--- config.mk ---
export PLATFORM = sky130hd
export DESIGN_NAME = esu_top
export DESIGN_NICKNAME = d
export VERILOG_FILES = /design/src/esu_blink.v /design/src/esu_port_ctl.v /design/src/esu_top.v
export VERILOG_INCLUDE_DIRS = /design/src
export SDC_FILE = /design/constraint.sdc
export NUM_CORES = 1
export LEC_CHECK = 0
export BUFFER_PORTS_ARGS = -buffer_cell sky130_fd_sc_hd__buf_4
export CAP_MARGIN = 20
export CORE_AREA = 2 2 134 136
export CTS_CLUSTER_SIZE = 30
export DETAILED_ROUTE_END_ITERATION = 16
export DIE_AREA = 0 0 136 138
export GPL_ROUTABILITY_DRIVEN = 0
export MAX_ROUTING_LAYER = met4
export PLACE_DENSITY = 0.74
export SETUP_SLACK_MARGIN = 0.4
export SLEW_MARGIN = 20
export SYNTH_ARGS = -nofsm -noshare
export SYNTH_HDL_FRONTEND = slang
export SYNTH_SLANG_ARGS = --single-unit
--- constraint.sdc ---
create_clock -name core_clk_in -period 2.1 [get_ports core_clk_in]
set_input_delay 0.105 -clock core_clk_in [delete_from_list [all_inputs] [get_ports core_clk_in]]
set_output_delay 0.105 -clock core_clk_in [all_outputs]
set_load 0.1 [all_outputs]
--- src/esu_defs.vh ---
// Overview of operation
// - Nonfatal alarm flashes error lamp, keeps running
// - Nonfatal alarm number goes to status code
// - Fatal alarm number goes to status code
// - With clock cassette, log code and time
// - Nonfatal alarm or failure point clear needs alarm 00 first, then console
// - Fatal alarm stops execution, outputs off, lamp steady
// - Fatal clear only in program mode
// - Message instruction shows up to 16 characters
// - Failure point detect raises nonfatal, sends message
// - Nonfatal error keeps power and run lamps lit
// - Cassette transfer failure: code 9D, cause flags
// - Board fault: code 9C, BCD detail byte
// - Setup fault: code 9B, exactly one phase flag
// - Watchdog over 100 ms: code F8, bit 9
// - Weak battery: code F7, bit 8, if enabled
// - Port error stops its lamp; reset bit reinitialises
// - Output inhibit forces outputs off, lights lamp
// - Fatal error: power, error lamps on, run off
`ifndef ESU_DEFS_VH
`define ESU_DEFS_VH

// Register byte offsets
`define ESU_A_CTRL   5'h00
`define ESU_A_STAT   5'h04
`define ESU_A_XFER   5'h08
`define ESU_A_BOARD  5'h0C
`define ESU_A_SETUP  5'h10
`define ESU_A_CLR    5'h14

// Control word fields
`define ESU_CTRL_BATT_EN 0
`define ESU_CTRL_PRST0   8
`define ESU_CTRL_PRST1   9
`define ESU_CTRL_INH     15
`define ESU_BATT_EN_RST  1'b1

// Status word fields
`define ESU_ST_BATT  8
`define ESU_ST_WD    9
`define ESU_ST_NF    16
`define ESU_ST_FT    17
`define ESU_CLR_BIT  0

// Detail field positions
`define ESU_XFER_LSB  12
`define ESU_BOARD_LSB 8

// Error codes
`define ESU_CODE_NONE 8'h00
`define ESU_CODE_XFER 8'h9D
`define ESU_CODE_BRD  8'h9C
`define ESU_CODE_SET  8'h9B
`define ESU_CODE_WD   8'hF8
`define ESU_CODE_BAT  8'hF7

// Setup fault phases
`define ESU_PH_PWR   2'h0
`define ESU_PH_RUN   2'h1
`define ESU_PH_OPER  2'h2

// Message limit
`define ESU_MSG_MAX  5'h10

// Timing
`define ESU_CLK_HZ     100000000
`define ESU_WD_MS      100
`define ESU_BLINK_MS   250
`define ESU_WD_CYC     (`ESU_WD_MS * (`ESU_CLK_HZ / 1000))
`define ESU_BLINK_CYC  (`ESU_BLINK_MS * (`ESU_CLK_HZ / 1000))

`endif

--- src/esu_blink.v ---
`timescale 1ns/1ps
`default_nettype none
module esu_blink #(
  parameter [31:0] HALF = 32'h0000_0010
) (
  // Clock and control
  input  wire core_clk_in,
  input  wire rstn_in,
  input  wire ce_in,
  // Square wave
  output reg  blink_out
);
  reg [31:0] cnt; // Cycles into current half period

  // Toggle every HALF cycles
  always @(posedge core_clk_in or negedge rstn_in)
  begin
    if (!rstn_in)
    begin
      cnt       <= 32'h0000_0000;
      blink_out <= 1'b0;
    end
    else if (ce_in)
    begin
      if (cnt >= HALF - 32'h0000_0001)
      begin
        cnt       <= 32'h0000_0000;
        blink_out <= ~blink_out;
      end
      else
        cnt <= cnt + 32'h0000_0001;
    end
  end
endmodule
`default_nettype wire

--- src/esu_port_ctl.v ---
`timescale 1ns/1ps
`default_nettype none
module esu_port_ctl (
  // Clock and control
  input  wire core_clk_in,
  input  wire rstn_in,
  input  wire ce_in,
  // Port status
  input  wire blink_in,
  input  wire active_in,
  input  wire err_in,
  input  wire port_rst_in,
  // Indicator and state
  output reg  lamp_out,
  output reg  err_out
);
  // Error latch; a new error beats a reset in the same cycle
  always @(posedge core_clk_in or negedge rstn_in)
  begin
    if (!rstn_in)
    begin
      err_out  <= 1'b0;
      lamp_out <= 1'b0;
    end
    else if (ce_in)
    begin
      if (err_in)
        err_out <= 1'b1;
      else if (port_rst_in)
        err_out <= 1'b0;
      // Lamp flashes with traffic, frozen dark on error
      lamp_out <= active_in & ~err_out & ~err_in & blink_in;
    end
  end
endmodule
`default_nettype wire

--- src/esu_top.v ---
// The address map and register access over Avalon-MM were chosen for this implementation.
`timescale 1ns/1ps
`default_nettype none
`include "esu_defs.vh"
module esu_top #(
  parameter [31:0] WD_CYC    = `ESU_WD_CYC,
  parameter [31:0] BLINK_CYC = `ESU_BLINK_CYC
) (
  // Clock, reset, enable
  input  wire        core_clk_in,
  input  wire        rstn_in,
  input  wire        ce_in,
  // Avalon-MM slave
  input  wire [4:0]  avs_address_in,
  input  wire        avs_read_in,
  input  wire        avs_write_in,
  input  wire [31:0] avs_writedata_in,
  output reg  [31:0] avs_readdata_out,
  output reg         avs_waitrequest_out,
  // Instruction events from the executing program
  input  wire        nonfatal_alarm_instr_in,
  input  wire        fatal_alarm_instr_in,
  input  wire        failure_point_detect_instr_in,
  input  wire [7:0]  alarm_num_in,
  input  wire        console_message_instr_in,
  input  wire [4:0]  msg_len_in,
  // System conditions
  input  wire        xfer_err_in,
  input  wire [3:0]  xfer_cause_in,
  input  wire        board_fault_in,
  input  wire [7:0]  board_detail_in,
  input  wire        setup_fault_in,
  input  wire [1:0]  setup_phase_in,
  input  wire        cycle_start_in,
  input  wire        battery_weak_error_in,
  input  wire [1:0]  port_active_in,
  input  wire [1:0]  port_err_in,
  input  wire        program_mode_in,
  // Error log cassette
  input  wire        rtc_present_in,
  input  wire [31:0] rtc_time_in,
  output reg         log_valid_out,
  output reg  [7:0]  log_code_out,
  output reg  [31:0] log_time_out,
  // Console message
  output reg         msg_show_out,
  output reg  [4:0]  msg_len_out,
  output reg         fpd_msg_out,
  // Execution and outputs
  output reg         exec_run_out,
  output reg         outputs_on_out,
  // Lamps
  output reg         power_lamp_out,
  output reg         run_lamp_out,
  output reg         error_lamp_out,
  output reg         output_block_lamp_out,
  output wire        peripheral_port_lamp_out,
  output wire        serial_port_lamp_out
);
  // Bus handshake
  wire        req     = avs_read_in | avs_write_in; // Pending request
  wire        wr_fire = avs_write_in & ~avs_waitrequest_out; // Write taken
  // Software state
  reg         batt_en;      // Battery detection enable
  reg         inhibit;      // Output inhibit bit
  // Error state
  reg  [7:0]  code;         // Status code field
  reg         nf_act;       // Nonfatal error standing
  reg         ft_act;       // Fatal error standing
  reg         fal_pend;     // User alarm needs number 00 first
  reg         fal_zero;     // Number 00 seen since user alarm
  reg         batt_flag;    // Battery status bit
  reg         wd_flag;      // Watchdog status bit
  reg  [3:0]  xfer_flags;   // Transfer cause flags
  reg  [7:0]  board_det;    // Board fault detail
  reg  [2:0]  setup_flags;  // Setup fault phase flags
  reg  [31:0] wd_cnt;       // Cycle watchdog timer
  reg         wd_seen;      // Watchdog already fired this cycle
  wire        blink;        // Shared flash clock
  wire [1:0]  port_err;     // Latched port errors
  // Decoded requests
  wire        clr_req  = wr_fire & (avs_address_in == `ESU_A_CLR)
                         & avs_writedata_in[`ESU_CLR_BIT];
  wire        ctrl_wr  = wr_fire & (avs_address_in == `ESU_A_CTRL);
  wire [1:0]  port_rst = {2{ctrl_wr}} &
                         {avs_writedata_in[`ESU_CTRL_PRST1],
                          avs_writedata_in[`ESU_CTRL_PRST0]};
  // Alarm number zero is the release marker
  wire        num_zero = (alarm_num_in == `ESU_CODE_NONE);
  wire        fal_ev   = nonfatal_alarm_instr_in & ~num_zero;
  wire        fpd_ev   = failure_point_detect_instr_in & ~num_zero;
  wire        fatal_alarm_instr_ev  = fatal_alarm_instr_in & ~num_zero;
  wire        wd_ev    = (wd_cnt >= WD_CYC) & ~wd_seen;
  wire        bat_ev   = battery_weak_error_in & batt_en;
  // Any nonfatal cause this cycle
  wire        nf_ev    = fal_ev | fpd_ev | xfer_err_in | board_fault_in
                         | setup_fault_in | wd_ev | bat_ev;
  // Clear permissions
  wire        nf_clr   = clr_req & (~fal_pend | fal_zero);
  wire        ft_clr   = clr_req & program_mode_in;
  reg  [7:0]  next_code;    // Code chosen this cycle
  reg  [31:0] rd_mux;       // Read data selection

  // Flash source for error and port lamps
  esu_blink #(
    .HALF (BLINK_CYC)
  ) u_blink (
    .core_clk_in (core_clk_in),
    .rstn_in     (rstn_in),
    .ce_in       (ce_in),
    .blink_out   (blink)
  );

  // Peripheral port indicator
  esu_port_ctl u_port0 (
    .core_clk_in (core_clk_in),
    .rstn_in     (rstn_in),
    .ce_in       (ce_in),
    .blink_in    (blink),
    .active_in   (port_active_in[0]),
    .err_in      (port_err_in[0]),
    .port_rst_in (port_rst[0]),
    .lamp_out    (peripheral_port_lamp_out),
    .err_out     (port_err[0])
  );

  // Serial port indicator
  esu_port_ctl u_port1 (
    .core_clk_in (core_clk_in),
    .rstn_in     (rstn_in),
    .ce_in       (ce_in),
    .blink_in    (blink),
    .active_in   (port_active_in[1]),
    .err_in      (port_err_in[1]),
    .port_rst_in (port_rst[1]),
    .lamp_out    (serial_port_lamp_out),
    .err_out     (port_err[1])
  );

  // Code priority: fatal first, then user alarms, then system causes
  always @*
  begin
    next_code = code;
    if (fatal_alarm_instr_ev)
      next_code = alarm_num_in;
    else if (ft_act & ~ft_clr)
      next_code = code;
    else if (fal_ev | fpd_ev)
      next_code = alarm_num_in;
    else if (xfer_err_in)
      next_code = `ESU_CODE_XFER;
    else if (board_fault_in)
      next_code = `ESU_CODE_BRD;
    else if (setup_fault_in)
      next_code = `ESU_CODE_SET;
    else if (wd_ev)
      next_code = `ESU_CODE_WD;
    else if (bat_ev)
      next_code = `ESU_CODE_BAT;
    else if (nf_clr)
      next_code = `ESU_CODE_NONE;
    else if (ft_clr & ~nf_act)
      next_code = `ESU_CODE_NONE;
  end

  // Read data multiplexer; unmapped words read zero
  always @*
  begin
    rd_mux = 32'h0000_0000;
    case (avs_address_in)
      `ESU_A_CTRL:
      begin
        rd_mux[`ESU_CTRL_BATT_EN] = batt_en;
        rd_mux[`ESU_CTRL_INH]     = inhibit;
      end
      `ESU_A_STAT:
      begin
        rd_mux[7:0]          = code;
        rd_mux[`ESU_ST_BATT] = batt_flag;
        rd_mux[`ESU_ST_WD]   = wd_flag;
        rd_mux[`ESU_ST_NF]   = nf_act;
        rd_mux[`ESU_ST_FT]   = ft_act;
      end
      `ESU_A_XFER:
        rd_mux[`ESU_XFER_LSB+3:`ESU_XFER_LSB] = xfer_flags;
      `ESU_A_BOARD:
        rd_mux[`ESU_BOARD_LSB+7:`ESU_BOARD_LSB] = board_det;
      `ESU_A_SETUP:
        rd_mux[2:0] = setup_flags;
      default:
        rd_mux = 32'h0000_0000;
    endcase
  end

  // Bus slave: one wait cycle, then the answer for one cycle
  always @(posedge core_clk_in or negedge rstn_in)
  begin
    if (!rstn_in)
    begin
      avs_waitrequest_out <= 1'b1;
      avs_readdata_out    <= 32'h0000_0000;
    end
    else if (ce_in)
    begin
      if (req & avs_waitrequest_out)
      begin
        avs_waitrequest_out <= 1'b0;
        avs_readdata_out    <= rd_mux;
      end
      else
        avs_waitrequest_out <= 1'b1;
    end
  end

  // Software control bits
  always @(posedge core_clk_in or negedge rstn_in)
  begin
    if (!rstn_in)
    begin
      batt_en <= `ESU_BATT_EN_RST;
      inhibit <= 1'b0;
    end
    else if (ce_in & ctrl_wr)
    begin
      batt_en <= avs_writedata_in[`ESU_CTRL_BATT_EN];
      inhibit <= avs_writedata_in[`ESU_CTRL_INH];
    end
  end

  // Cycle watchdog; restarted by every scan start
  always @(posedge core_clk_in or negedge rstn_in)
  begin
    if (!rstn_in)
    begin
      wd_cnt  <= 32'h0000_0000;
      wd_seen <= 1'b0;
    end
    else if (ce_in)
    begin
      if (cycle_start_in | ~exec_run_out)
      begin
        wd_cnt  <= 32'h0000_0000;
        wd_seen <= 1'b0;
      end
      else
      begin
        // Saturate so a stuck scan cannot wrap and rearm
        if (wd_cnt < WD_CYC)
          wd_cnt <= wd_cnt + 32'h0000_0001;
        if (wd_ev)
          wd_seen <= 1'b1;
      end
    end
  end

  // Error state; every new event beats a clear in the same cycle
  always @(posedge core_clk_in or negedge rstn_in)
  begin
    if (!rstn_in)
    begin
      code        <= `ESU_CODE_NONE;
      nf_act      <= 1'b0;
      ft_act      <= 1'b0;
      fal_pend    <= 1'b0;
      fal_zero    <= 1'b0;
      batt_flag   <= 1'b0;
      wd_flag     <= 1'b0;
      xfer_flags  <= 4'h0;
      board_det   <= 8'h00;
      setup_flags <= 3'h0;
    end
    else if (ce_in)
    begin
      code <= next_code;
      // Fatal standing flag
      if (fatal_alarm_instr_ev)
        ft_act <= 1'b1;
      else if (ft_clr)
        ft_act <= 1'b0;
      // Nonfatal standing flag
      if (nf_ev)
        nf_act <= 1'b1;
      else if (nf_clr)
        nf_act <= 1'b0;
      // User alarm release tracking
      if (fal_ev | fpd_ev)
      begin
        fal_pend <= 1'b1;
        fal_zero <= 1'b0;
      end
      else if (nf_clr)
      begin
        fal_pend <= 1'b0;
        fal_zero <= 1'b0;
      end
      else if (nonfatal_alarm_instr_in & num_zero)
        fal_zero <= 1'b1;
      // Transfer cause flags
      if (xfer_err_in)
        xfer_flags <= xfer_flags | xfer_cause_in;
      else if (nf_clr)
        xfer_flags <= 4'h0;
      // Board detail byte
      if (board_fault_in)
        board_det <= board_detail_in;
      else if (nf_clr)
        board_det <= 8'h00;
      // One flag per detection phase
      if (setup_fault_in)
      begin
        case (setup_phase_in)
          `ESU_PH_PWR:  setup_flags <= 3'b001;
          `ESU_PH_RUN:  setup_flags <= 3'b010;
          `ESU_PH_OPER: setup_flags <= 3'b100;
          default:      setup_flags <= setup_flags;
        endcase
      end
      else if (nf_clr)
        setup_flags <= 3'h0;
      // Watchdog status bit
      if (wd_ev)
        wd_flag <= 1'b1;
      else if (nf_clr)
        wd_flag <= 1'b0;
      // Battery bit latches while enabled; cleared by a clear or by disabling
      if (bat_ev)
        batt_flag <= 1'b1;
      else if (nf_clr | ~batt_en)
        batt_flag <= 1'b0;
    end
  end

  // Error log record, only with a clock-equipped cassette
  always @(posedge core_clk_in or negedge rstn_in)
  begin
    if (!rstn_in)
    begin
      log_valid_out <= 1'b0;
      log_code_out  <= `ESU_CODE_NONE;
      log_time_out  <= 32'h0000_0000;
    end
    else if (ce_in)
    begin
      log_valid_out <= rtc_present_in & (fatal_alarm_instr_ev | fal_ev | fpd_ev);
      if (fatal_alarm_instr_ev | fal_ev | fpd_ev)
      begin
        log_code_out <= alarm_num_in;
        log_time_out <= rtc_time_in;
      end
    end
  end

  // Console message and failure point message
  always @(posedge core_clk_in or negedge rstn_in)
  begin
    if (!rstn_in)
    begin
      msg_show_out <= 1'b0;
      msg_len_out  <= 5'h00;
      fpd_msg_out  <= 1'b0;
    end
    else if (ce_in)
    begin
      msg_show_out <= console_message_instr_in;
      // Longer requests are cut to the console width
      if (msg_len_in > `ESU_MSG_MAX)
        msg_len_out <= `ESU_MSG_MAX;
      else
        msg_len_out <= msg_len_in;
      fpd_msg_out <= failure_point_detect_instr_in;
    end
  end

  // Execution, output gating and lamps
  always @(posedge core_clk_in or negedge rstn_in)
  begin
    if (!rstn_in)
    begin
      exec_run_out          <= 1'b0;
      outputs_on_out        <= 1'b0;
      power_lamp_out        <= 1'b0;
      run_lamp_out          <= 1'b0;
      error_lamp_out        <= 1'b0;
      output_block_lamp_out <= 1'b0;
    end
    else if (ce_in)
    begin
      // A fatal event takes effect on the next edge
      exec_run_out   <= ~(ft_act | fatal_alarm_instr_ev) & ~program_mode_in;
      outputs_on_out <= ~(ft_act | fatal_alarm_instr_ev) & ~inhibit
                        & ~program_mode_in;
      output_block_lamp_out <= inhibit;
      power_lamp_out <= 1'b1;
      run_lamp_out   <= ~(ft_act | fatal_alarm_instr_ev) & ~program_mode_in;
      if (ft_act | fatal_alarm_instr_ev)
        error_lamp_out <= 1'b1;
      else if (nf_act)
        error_lamp_out <= blink;
      else
        error_lamp_out <= 1'b0;
    end
  end
endmodule
`default_nettype wire

==> impl_metrics.env, run 1 <==
export IMPL_outcome="finished clean"
export IMPL_detailed_place_area_sq_mm=0.00992
export IMPL_die_x_um=136
export IMPL_cts_buffers_inserted=17
export IMPL_worstSetupStartpointType="flop"
export IMPL_avgRoutedWirePerCell_um=18.2
export IMPL_worstHoldPathType="in -> reg"
export IMPL_synth_edf_count=0
export IMPL_timing_final_setup_violations=0
export IMPL_post_synth_most_frequent_cells="sky130_fd_sc_hd__dfrtp_1, sky130_fd_sc_hd__nand2_1, sky130_fd_sc_hd__mux2_2"
export IMPL_final_area_sq_mm=0.0123
export IMPL_synthAdderAreaFrac=0.00921
export IMPL_measured_slew_at_the_worst_slew_check_pin_ps=585
export IMPL_pwr_density_cell_mw_per_mm2=758
export IMPL_power_frac_seq=0.404
export IMPL_worst_endpoint_arrival_ps=2440
export IMPL_route_final_wire_length_um=24100
export IMPL_internal_power_mw=5.93
export IMPL_worstPathRequired_ps=2460
export IMPL_static_leakage_power_nw=5.48
export IMPL_placed_cells=1163
export IMPL_clock_sinks=173
export IMPL_post_drt_via_cell_ratio=5.45
export IMPL_synthCells=757
export IMPL_logic_pwr_share=0.256
export IMPL_placement_io_buffers=162
export IMPL_simple_gate_area_share_of_the_yosys_netlist=0.200
export IMPL_yosys_cell_types_count=67
export IMPL_drt_pre_antenna_iters=5
export IMPL_fin_skew_ps=9.76
export IMPL_detailedPlacementHpwl_um=13600
export IMPL_first_pass_grt_wire_length_um=36500
export IMPL_timing_max_cap_violations=0
export IMPL_finish_net_count=1201
export IMPL_drt_iter0_drc=437
export IMPL_first_global_vias=7240
export IMPL_io_pin_count=205
export IMPL_combinational_family_with_the_most_area_after_synthesis="simple AND/OR/NAND/NOR gates"
export IMPL_synthArstFlopShare=1.00
export IMPL_grt_overflow=0
export IMPL_synth_ff_latch_count=173
export IMPL_antenna_found_initial=0
export IMPL_diodes=0
export IMPL_clkTransAtPathRegs_ps=70
export IMPL_post_synth_xor_area_fraction=0.0376
export IMPL_ctsRootBufferMaster="sky130_fd_sc_hd__clkbuf_16"
export IMPL_drc_errors=0
export IMPL_tns_setup_ps=0
export IMPL_cts_tree="yes"
export IMPL_max_transition_viols_final=0
export IMPL_placement_rows=49
export IMPL_route_antenna_remaining_nets=0
export IMPL_syn_mean_instance_area_sq_um=10.8
export IMPL_floorplan_initialDensity=0.465
export IMPL_grt_setup_unrepaired="yes"
export IMPL_drive_gt1_frac=0.404
export IMPL_most_frequently_used_flop_master_after_synthesis="sky130_fd_sc_hd__dfrtp_1"
export IMPL_htreeDepth=4
export IMPL_fillerInstances=1138
export IMPL_synthToLayoutAreaGrowth_pct=50.7
export IMPL_post_route_period_util=0.993
export IMPL_fp_dieH_um=138
export IMPL_syn_area_sq_mm=0.00815
export IMPL_fin_crit_ps=2080
export IMPL_design_die_area_sq_mm=0.0188
export IMPL_r2r_setup_slack_ps=20
export IMPL_stdcell_count=1321
export IMPL_vias=7200
export IMPL_hold_viol_final=0
export IMPL_cts_buffer_depth=2
export IMPL_post_synth_top_area_cell="sky130_fd_sc_hd__dfrtp_1"
export IMPL_fmaxAchievable_mhz=480
export IMPL_synth_mux_area_frac=0.0728
export IMPL_synth_compound_area_frac=0.103
export IMPL_pin_count_of_the_biggest_net_entering_global_routing=59
export IMPL_critPathCaptureType="flop"
export IMPL_critical_path_class="reg -> reg"
export IMPL_switch_share=0.363
export IMPL_netlist_area_leader_share=0.525
export IMPL_globalRouteTotalUtil=0.253
export IMPL_total_switching_power_mw=3.38
export IMPL_synth_most_common_cell="sky130_fd_sc_hd__dfrtp_1"
export IMPL_worstSkewPairLatency_ps=450
export IMPL_relSlewSlack=0.609
export IMPL_placeableCoreArea_sq_mm=0.0175
export IMPL_pwr_share_clk=0.340
export IMPL_synth_seq_area_share=0.531
export IMPL_timing_critical_path_fanout_max=6
export IMPL_vdd_ir_drop_max_mv=0.625
export IMPL_yosysWarningCount=0
export IMPL_yosys_top_cells_area="sky130_fd_sc_hd__dfrtp_1, sky130_fd_sc_hd__mux2_2, sky130_fd_sc_hd__nand2_1"
[cell usage in the layout, fill, tap and decap left out, drive strengths merged, types with 8 or more instances in the layout]
| master | instances |
|---|---|
| a31oi | 8 |
| clkbuf | 17 |
| and2 | 18 |
| nor2 | 67 |
| o31ai | 10 |
| nor4 | 9 |
| inv | 33 |
| conb | 14 |
| a21oi | 24 |
| mux2 | 50 |
| dlygate4sd3 | 81 |
| nand4 | 14 |
| and3 | 15 |
| nor3 | 14 |
| a22o | 12 |
| buf | 251 |
| o21ai | 38 |
| nand3 | 38 |
| xor2 | 24 |
| xnor2 | 11 |
| nand2 | 82 |
| dfrtp | 171 |
[sequential cells by signal (all words and copies together), names as in the netlist, 3 cells and up]
register	cells
log_code_out	8
board_det	8
u_blink.cnt	32
log_time_out	32
setup_flags	3
avs_readdata_out	18
msg_len_out	5
wd_cnt	32
code	8
xfer_flags	4
[per-stage QoR]
step | utilization | hold WS [ps] | power, mW | setup slack, ps
2_1_floorplan | - | -191 | 5.31 | 84.1
3_3_place_gp | 0.566 | 122 | 5.88 | 43.7
3_5_place_dp | 0.566 | 124 | 5.92 | 6.10
4_1_cts | 0.669 | 11.0 | 9.21 | 21.9
5_1_grt | 0.701 | 41.7 | 9.65 | -93.1
6_report | 0.701 | 18.6 | 9.32 | 15.3
[layout make-up]
cell class	count	area, sq um	area share
clock inverters	15	166	0.0135
repair buffers	332	2890	0.235
inverters	24	90.1	0.00733
flip-flops and latches	173	4340	0.353
multi-input cells	531	4090	0.333
well taps	229	287	0.0233
clock buffers	17	425	0.0346
[worst max-delay path, cell delays in order (launching register included)]
cell	delay, ps
sky130_fd_sc_hd__dfrtp_1	410
sky130_fd_sc_hd__nor3_2	230
sky130_fd_sc_hd__buf_4	160
sky130_fd_sc_hd__a21oi_4	60
sky130_fd_sc_hd__o211ai_4	280
sky130_fd_sc_hd__buf_6	170
sky130_fd_sc_hd__buf_6	110
sky130_fd_sc_hd__buf_8	120
sky130_fd_sc_hd__buf_12	120
sky130_fd_sc_hd__nand3_4	50
sky130_fd_sc_hd__xor2_1	140
sky130_fd_sc_hd__nor2_1	170
[kinds of logic after synthesis]
| kind of cell | Yosys count |
|---|---|
| buf+inv | 67 |
| compound gates | 125 |
| other cells | 1 |
| flops | 173 |
| simple gates | 297 |
| xor+xnor | 35 |
| fa+ha+maj | 6 |
| mux | 53 |
[layer usage]
layer,GRT usage,up-vias,part of all wire
met5,-,-,0
met4,0.0839,0,0.026
met3,0.0550,55,0.052
met2,0.417,254,0.52
met1,0.307,3613,0.40
li1,-,3278,-
[path summary, 6_finish.rpt]
check | from | endpoint | depth (start not counted)
max reg2reg | wd_cnt[13]$_DFFE_PN0P_ | wd_cnt[6]$_DFFE_PN0P_ | 11
max in group asynchronous | rstn_in | avs_waitrequest_out$_DFFE_PN1P_ | 3
min in group asynchronous | rstn_in | u_blink.cnt[29]$_DFFE_PN0P_ | 2
min reg2reg | power_lamp_out$_DFFE_PN0P_ | power_lamp_out$_DFFE_PN0P_ | 1
max | wd_cnt[13]$_DFFE_PN0P_ | wd_cnt[6]$_DFFE_PN0P_ | 11
min | avs_read_in | avs_waitrequest_out$_DFFE_PN1P_ | 3
[repair_timing]
action                     CTS  global route
pin swaps                   42            60
hold endpoints to repair   127             0
setup endpoints to repair   67            71
buffers inserted            21            23
hold buffers                81             0
gates cloned                 1             0
gates resized for setup     56            72
[power by group through the flow]
stage / Combinational, mW / Clock [mW] / Sequential [mW]
floorplan: 0.590 / 0 / 4.72
global placement: 2.08 / 0 / 3.79
detailed placement: 2.11 / 0 / 3.81
CTS: 2.26 / 3.20 / 3.75
global route: 2.49 / 3.37 / 3.79
finish: 2.38 / 3.17 / 3.77
(Power assumes the default switching activity.)
==> run 2, diff against run 1 <==
CTS_CLUSTER_DIAMETER = 80   (was not set)
PLACE_DENSITY = 0.75   (was 0.74)
SYNTH_HIERARCHICAL = 1   (was not set)
==> run 2 against run 1 <==
Utilization rose by 0.96 points. Flip-flop and latch count did not move. Worst setup slack improved by 17 ps. Cell area rose by 1.4%. Sequential share of layout area fell by 0.43 points.
==> impl_metrics.env, run 2 <==
export IMPL_outcome="finished clean"
export IMPL_synthArstFlopShare=1.00
export IMPL_fin_crit_ps=2070
export IMPL_synthToLayoutAreaGrowth_pct=49.8
export IMPL_setup_ws_ps=32.3
export IMPL_placement_io_buffers=162
export IMPL_mostFrequentLayoutCells="sky130_fd_sc_hd__buf_4, sky130_fd_sc_hd__dfrtp_1, sky130_fd_sc_hd__nand2_1, sky130_fd_sc_hd__dlygate4sd3_1, sky130_fd_sc_hd__mux2_2"
export IMPL_cts_tree="yes"
export IMPL_drt_iter0_drc=434
export IMPL_post_synth_top_area_cell="sky130_fd_sc_hd__dfrtp_1"
export IMPL_first_global_vias=7477
export IMPL_grt_setup_unrepaired="yes"
export IMPL_setup_worst_path_start="wd_cnt[11]$_DFFE_PN0P_"
export IMPL_finish_net_count=1204
export IMPL_vdd_ir_drop_max_mv=0.651
export IMPL_drt_pre_antenna_iters=5
export IMPL_avgRoutedWirePerCell_um=19.4
export IMPL_first_pass_grt_wire_length_um=38000
export IMPL_detailedPlace_worstSlack_ps=9.64
export IMPL_placed_cells=1182
export IMPL_fillerInstances=1183
export IMPL_floorplan_initialDensity=0.474
export IMPL_route_antenna_remaining_nets=0
export IMPL_fp_dieH_um=138
export IMPL_drive_gt1_frac=0.437
export IMPL_worstSkewPairLatency_ps=440
export IMPL_fmaxAchievable_mhz=484
export IMPL_io_pin_count=205
export IMPL_synth_most_common_cell="sky130_fd_sc_hd__dfrtp_1"
export IMPL_worstSetupStartpointType="flop"
export IMPL_synthCells=781
export IMPL_fin_skew_ps=5.66
export IMPL_timing_critical_path_to="code[1]$_DFFE_PN0P_"
export IMPL_layout_cells_most_common="sky130_fd_sc_hd__buf_4"
export IMPL_yosys_cell_types_count=80
export IMPL_grt_overflow=0
export IMPL_globalRouteTotalUtil=0.262
export IMPL_number_of_cells_on_the_worst_reg_to_reg_path=7
export IMPL_static_leakage_power_nw=5.55
export IMPL_r2r_setup_slack_ps=30
export IMPL_worstHoldPathType="in -> reg"
export IMPL_pwr_density_cell_mw_per_mm2=752
export IMPL_drc_errors=0
export IMPL_reg_top3="log_time_out (32), u_blink/cnt (32), wd_cnt (32)"
export IMPL_worst_endpoint_arrival_ps=2390
export IMPL_max_transition_viols_final=0
export IMPL_placement_rows=49
export IMPL_post_route_period_util=0.985
export IMPL_clkTransAtPathRegs_ps=70
export IMPL_yosys_top_cells_area="sky130_fd_sc_hd__dfrtp_1, sky130_fd_sc_hd__mux2_2, sky130_fd_sc_hd__nand2_1"
export IMPL_timing_final_setup_violations=0
export IMPL_stdcell_count=1324
export IMPL_antenna_found_initial=0
export IMPL_netlist_area_leader_share=0.515
export IMPL_pin_count_of_the_biggest_net_entering_global_routing=59
export IMPL_hold_viol_final=0
export IMPL_rr_endpoint="code[1]$_DFFE_PN0P_"
export IMPL_post_drt_via_cell_ratio=5.63
export IMPL_route_final_wire_length_um=25700
export IMPL_vias=7458
export IMPL_relSlewSlack=0.592
export IMPL_synth_ff_latch_count=173
export IMPL_synth_edf_count=0
export IMPL_most_frequently_used_flop_master_after_synthesis="sky130_fd_sc_hd__dfrtp_1"
export IMPL_htreeDepth=4
export IMPL_syn_area_sq_mm=0.00831
export IMPL_die_x_um=136
export IMPL_critical_path_reg2reg_startpoint="wd_cnt[11]$_DFFE_PN0P_"
export IMPL_total_power_mw=9.36
export IMPL_ctsRootBufferMaster="sky130_fd_sc_hd__clkbuf_16"
export IMPL_finalHoldWorstSlack_ps=6.09
export IMPL_design_die_area_sq_mm=0.0188
export IMPL_timing_critical_path_fanout_max=5
export IMPL_tns_setup_ps=0
export IMPL_cts_buffer_depth=2
export IMPL_detailedPlacementHpwl_um=14900
export IMPL_synth_seq_area_share=0.521
export IMPL_post_synth_most_frequent_cells="sky130_fd_sc_hd__dfrtp_1, sky130_fd_sc_hd__nand2_1, sky130_fd_sc_hd__nor2_1"
export IMPL_worstPathRequired_ps=2420
export IMPL_critical_path_class="reg -> reg"
export IMPL_critPathCaptureType="flop"
export IMPL_syn_mean_instance_area_sq_um=10.6
export IMPL_placeableCoreArea_sq_mm=0.0175
export IMPL_cts_buffers_inserted=17
export IMPL_timing_max_cap_violations=0
export IMPL_yosysWarningCount=6
export IMPL_clock_sinks=173
export IMPL_diodes=0
export IMPL_measured_slew_at_the_worst_slew_check_pin_ps=611
run 2: cell types whose count changed in the layout (fill, tap and decap cells not counted), moves of 6 or more:
| cell | delta |
|---|---|
| sky130_fd_sc_hd__nand3_1 | +8 |
| sky130_fd_sc_hd__xor2_2 | +6 |
| sky130_fd_sc_hd__or4_4 | +11 |
| sky130_fd_sc_hd__buf_6 | -7 |
| sky130_fd_sc_hd__o31ai_2 | +11 |
| sky130_fd_sc_hd__nor2_1 | -23 |
| sky130_fd_sc_hd__xnor2_1 | -7 |
| sky130_fd_sc_hd__xor2_1 | -11 |
| sky130_fd_sc_hd__dlygate4sd3_1 | -13 |
run 2: repair_timing:
action	in CTS	in global routing
gates resized for setup	21	149
endpoints found under the hold margin	121	0
setup buffers	14	22
gates cloned	3	3
setup endpoints to repair	59	74
pin swaps	10	46
hold buffers	68	0
run 2: through the flow:
stage	util	instance area, sq um
floorplan	-	8470
global placement	0.574	10100
detailed placement	0.574	10100
CTS	0.662	11600
global route	0.710	12500
finish	0.710	12500
run 2: area by class of cell:
cell class,instances,area (sq um),share of cell area
flip-flops and latches,173,4350,0.349
multi-input cells,543,4320,0.347
repair buffers,319,2800,0.225
clock buffers,17,425,0.0342
well taps,229,287,0.0230
clock inverters,15,175,0.0141
inverters,28,105,0.00844
run 2: report_power, final:
group | leakage (nW) | internal, mW | switching [mW]
Combinational | 3.07 | 0.716 | 1.63
Clock | 0.294 | 1.70 | 1.51
Sequential | 2.19 | 3.59 | 0.222
run 2: worst min-delay path by stage:
stage | cells past startpoint | end | startpoint
after floorplan | 0 | avs_readdata_out[0]$_DFFE_PN0P_ | rstn_in
after global placement | 1 | wd_cnt[13]$_DFFE_PN0P_ | rstn_in
after detailed placement | 1 | wd_cnt[14]$_DFFE_PN0P_ | rstn_in
after CTS | 3 | ft_act$_DFFE_PN0P_ | fatal_alarm_instr_in
after global routing | 3 | ft_act$_DFFE_PN0P_ | fatal_alarm_instr_in
final | 3 | ft_act$_DFFE_PN0P_ | fatal_alarm_instr_in
run 2: cells by family after synthesis:
kind of cell	share of synthesized area
xor gates and xnor gates	0.0242
AOI/OAI and AO/OA	0.122
and+or+nand+nor	0.194
other	0.000451
adders and majority gates	0.00903
DFF	0.521
buffers and inverters	0.0483
muxes	0.0808
run 2: critical path, cell delays in order (launching register included):
cell	delay (ps)
sky130_fd_sc_hd__dfrtp_1	380
sky130_fd_sc_hd__a211o_1	330
sky130_fd_sc_hd__o2111ai_4	280
sky130_fd_sc_hd__buf_6	160
sky130_fd_sc_hd__a31oi_4	110
sky130_fd_sc_hd__o31a_1	260
sky130_fd_sc_hd__buf_6	140
sky130_fd_sc_hd__mux2_4	290
run 2: routing by layer:
layer	up-vias	track usage	part of all wire
met3	42	0.0543	0.052
li1	3390	-	-
met4	0	0.0565	0.017
met2	281	0.443	0.53
met1	3745	0.325	0.40
met5	-	-	0
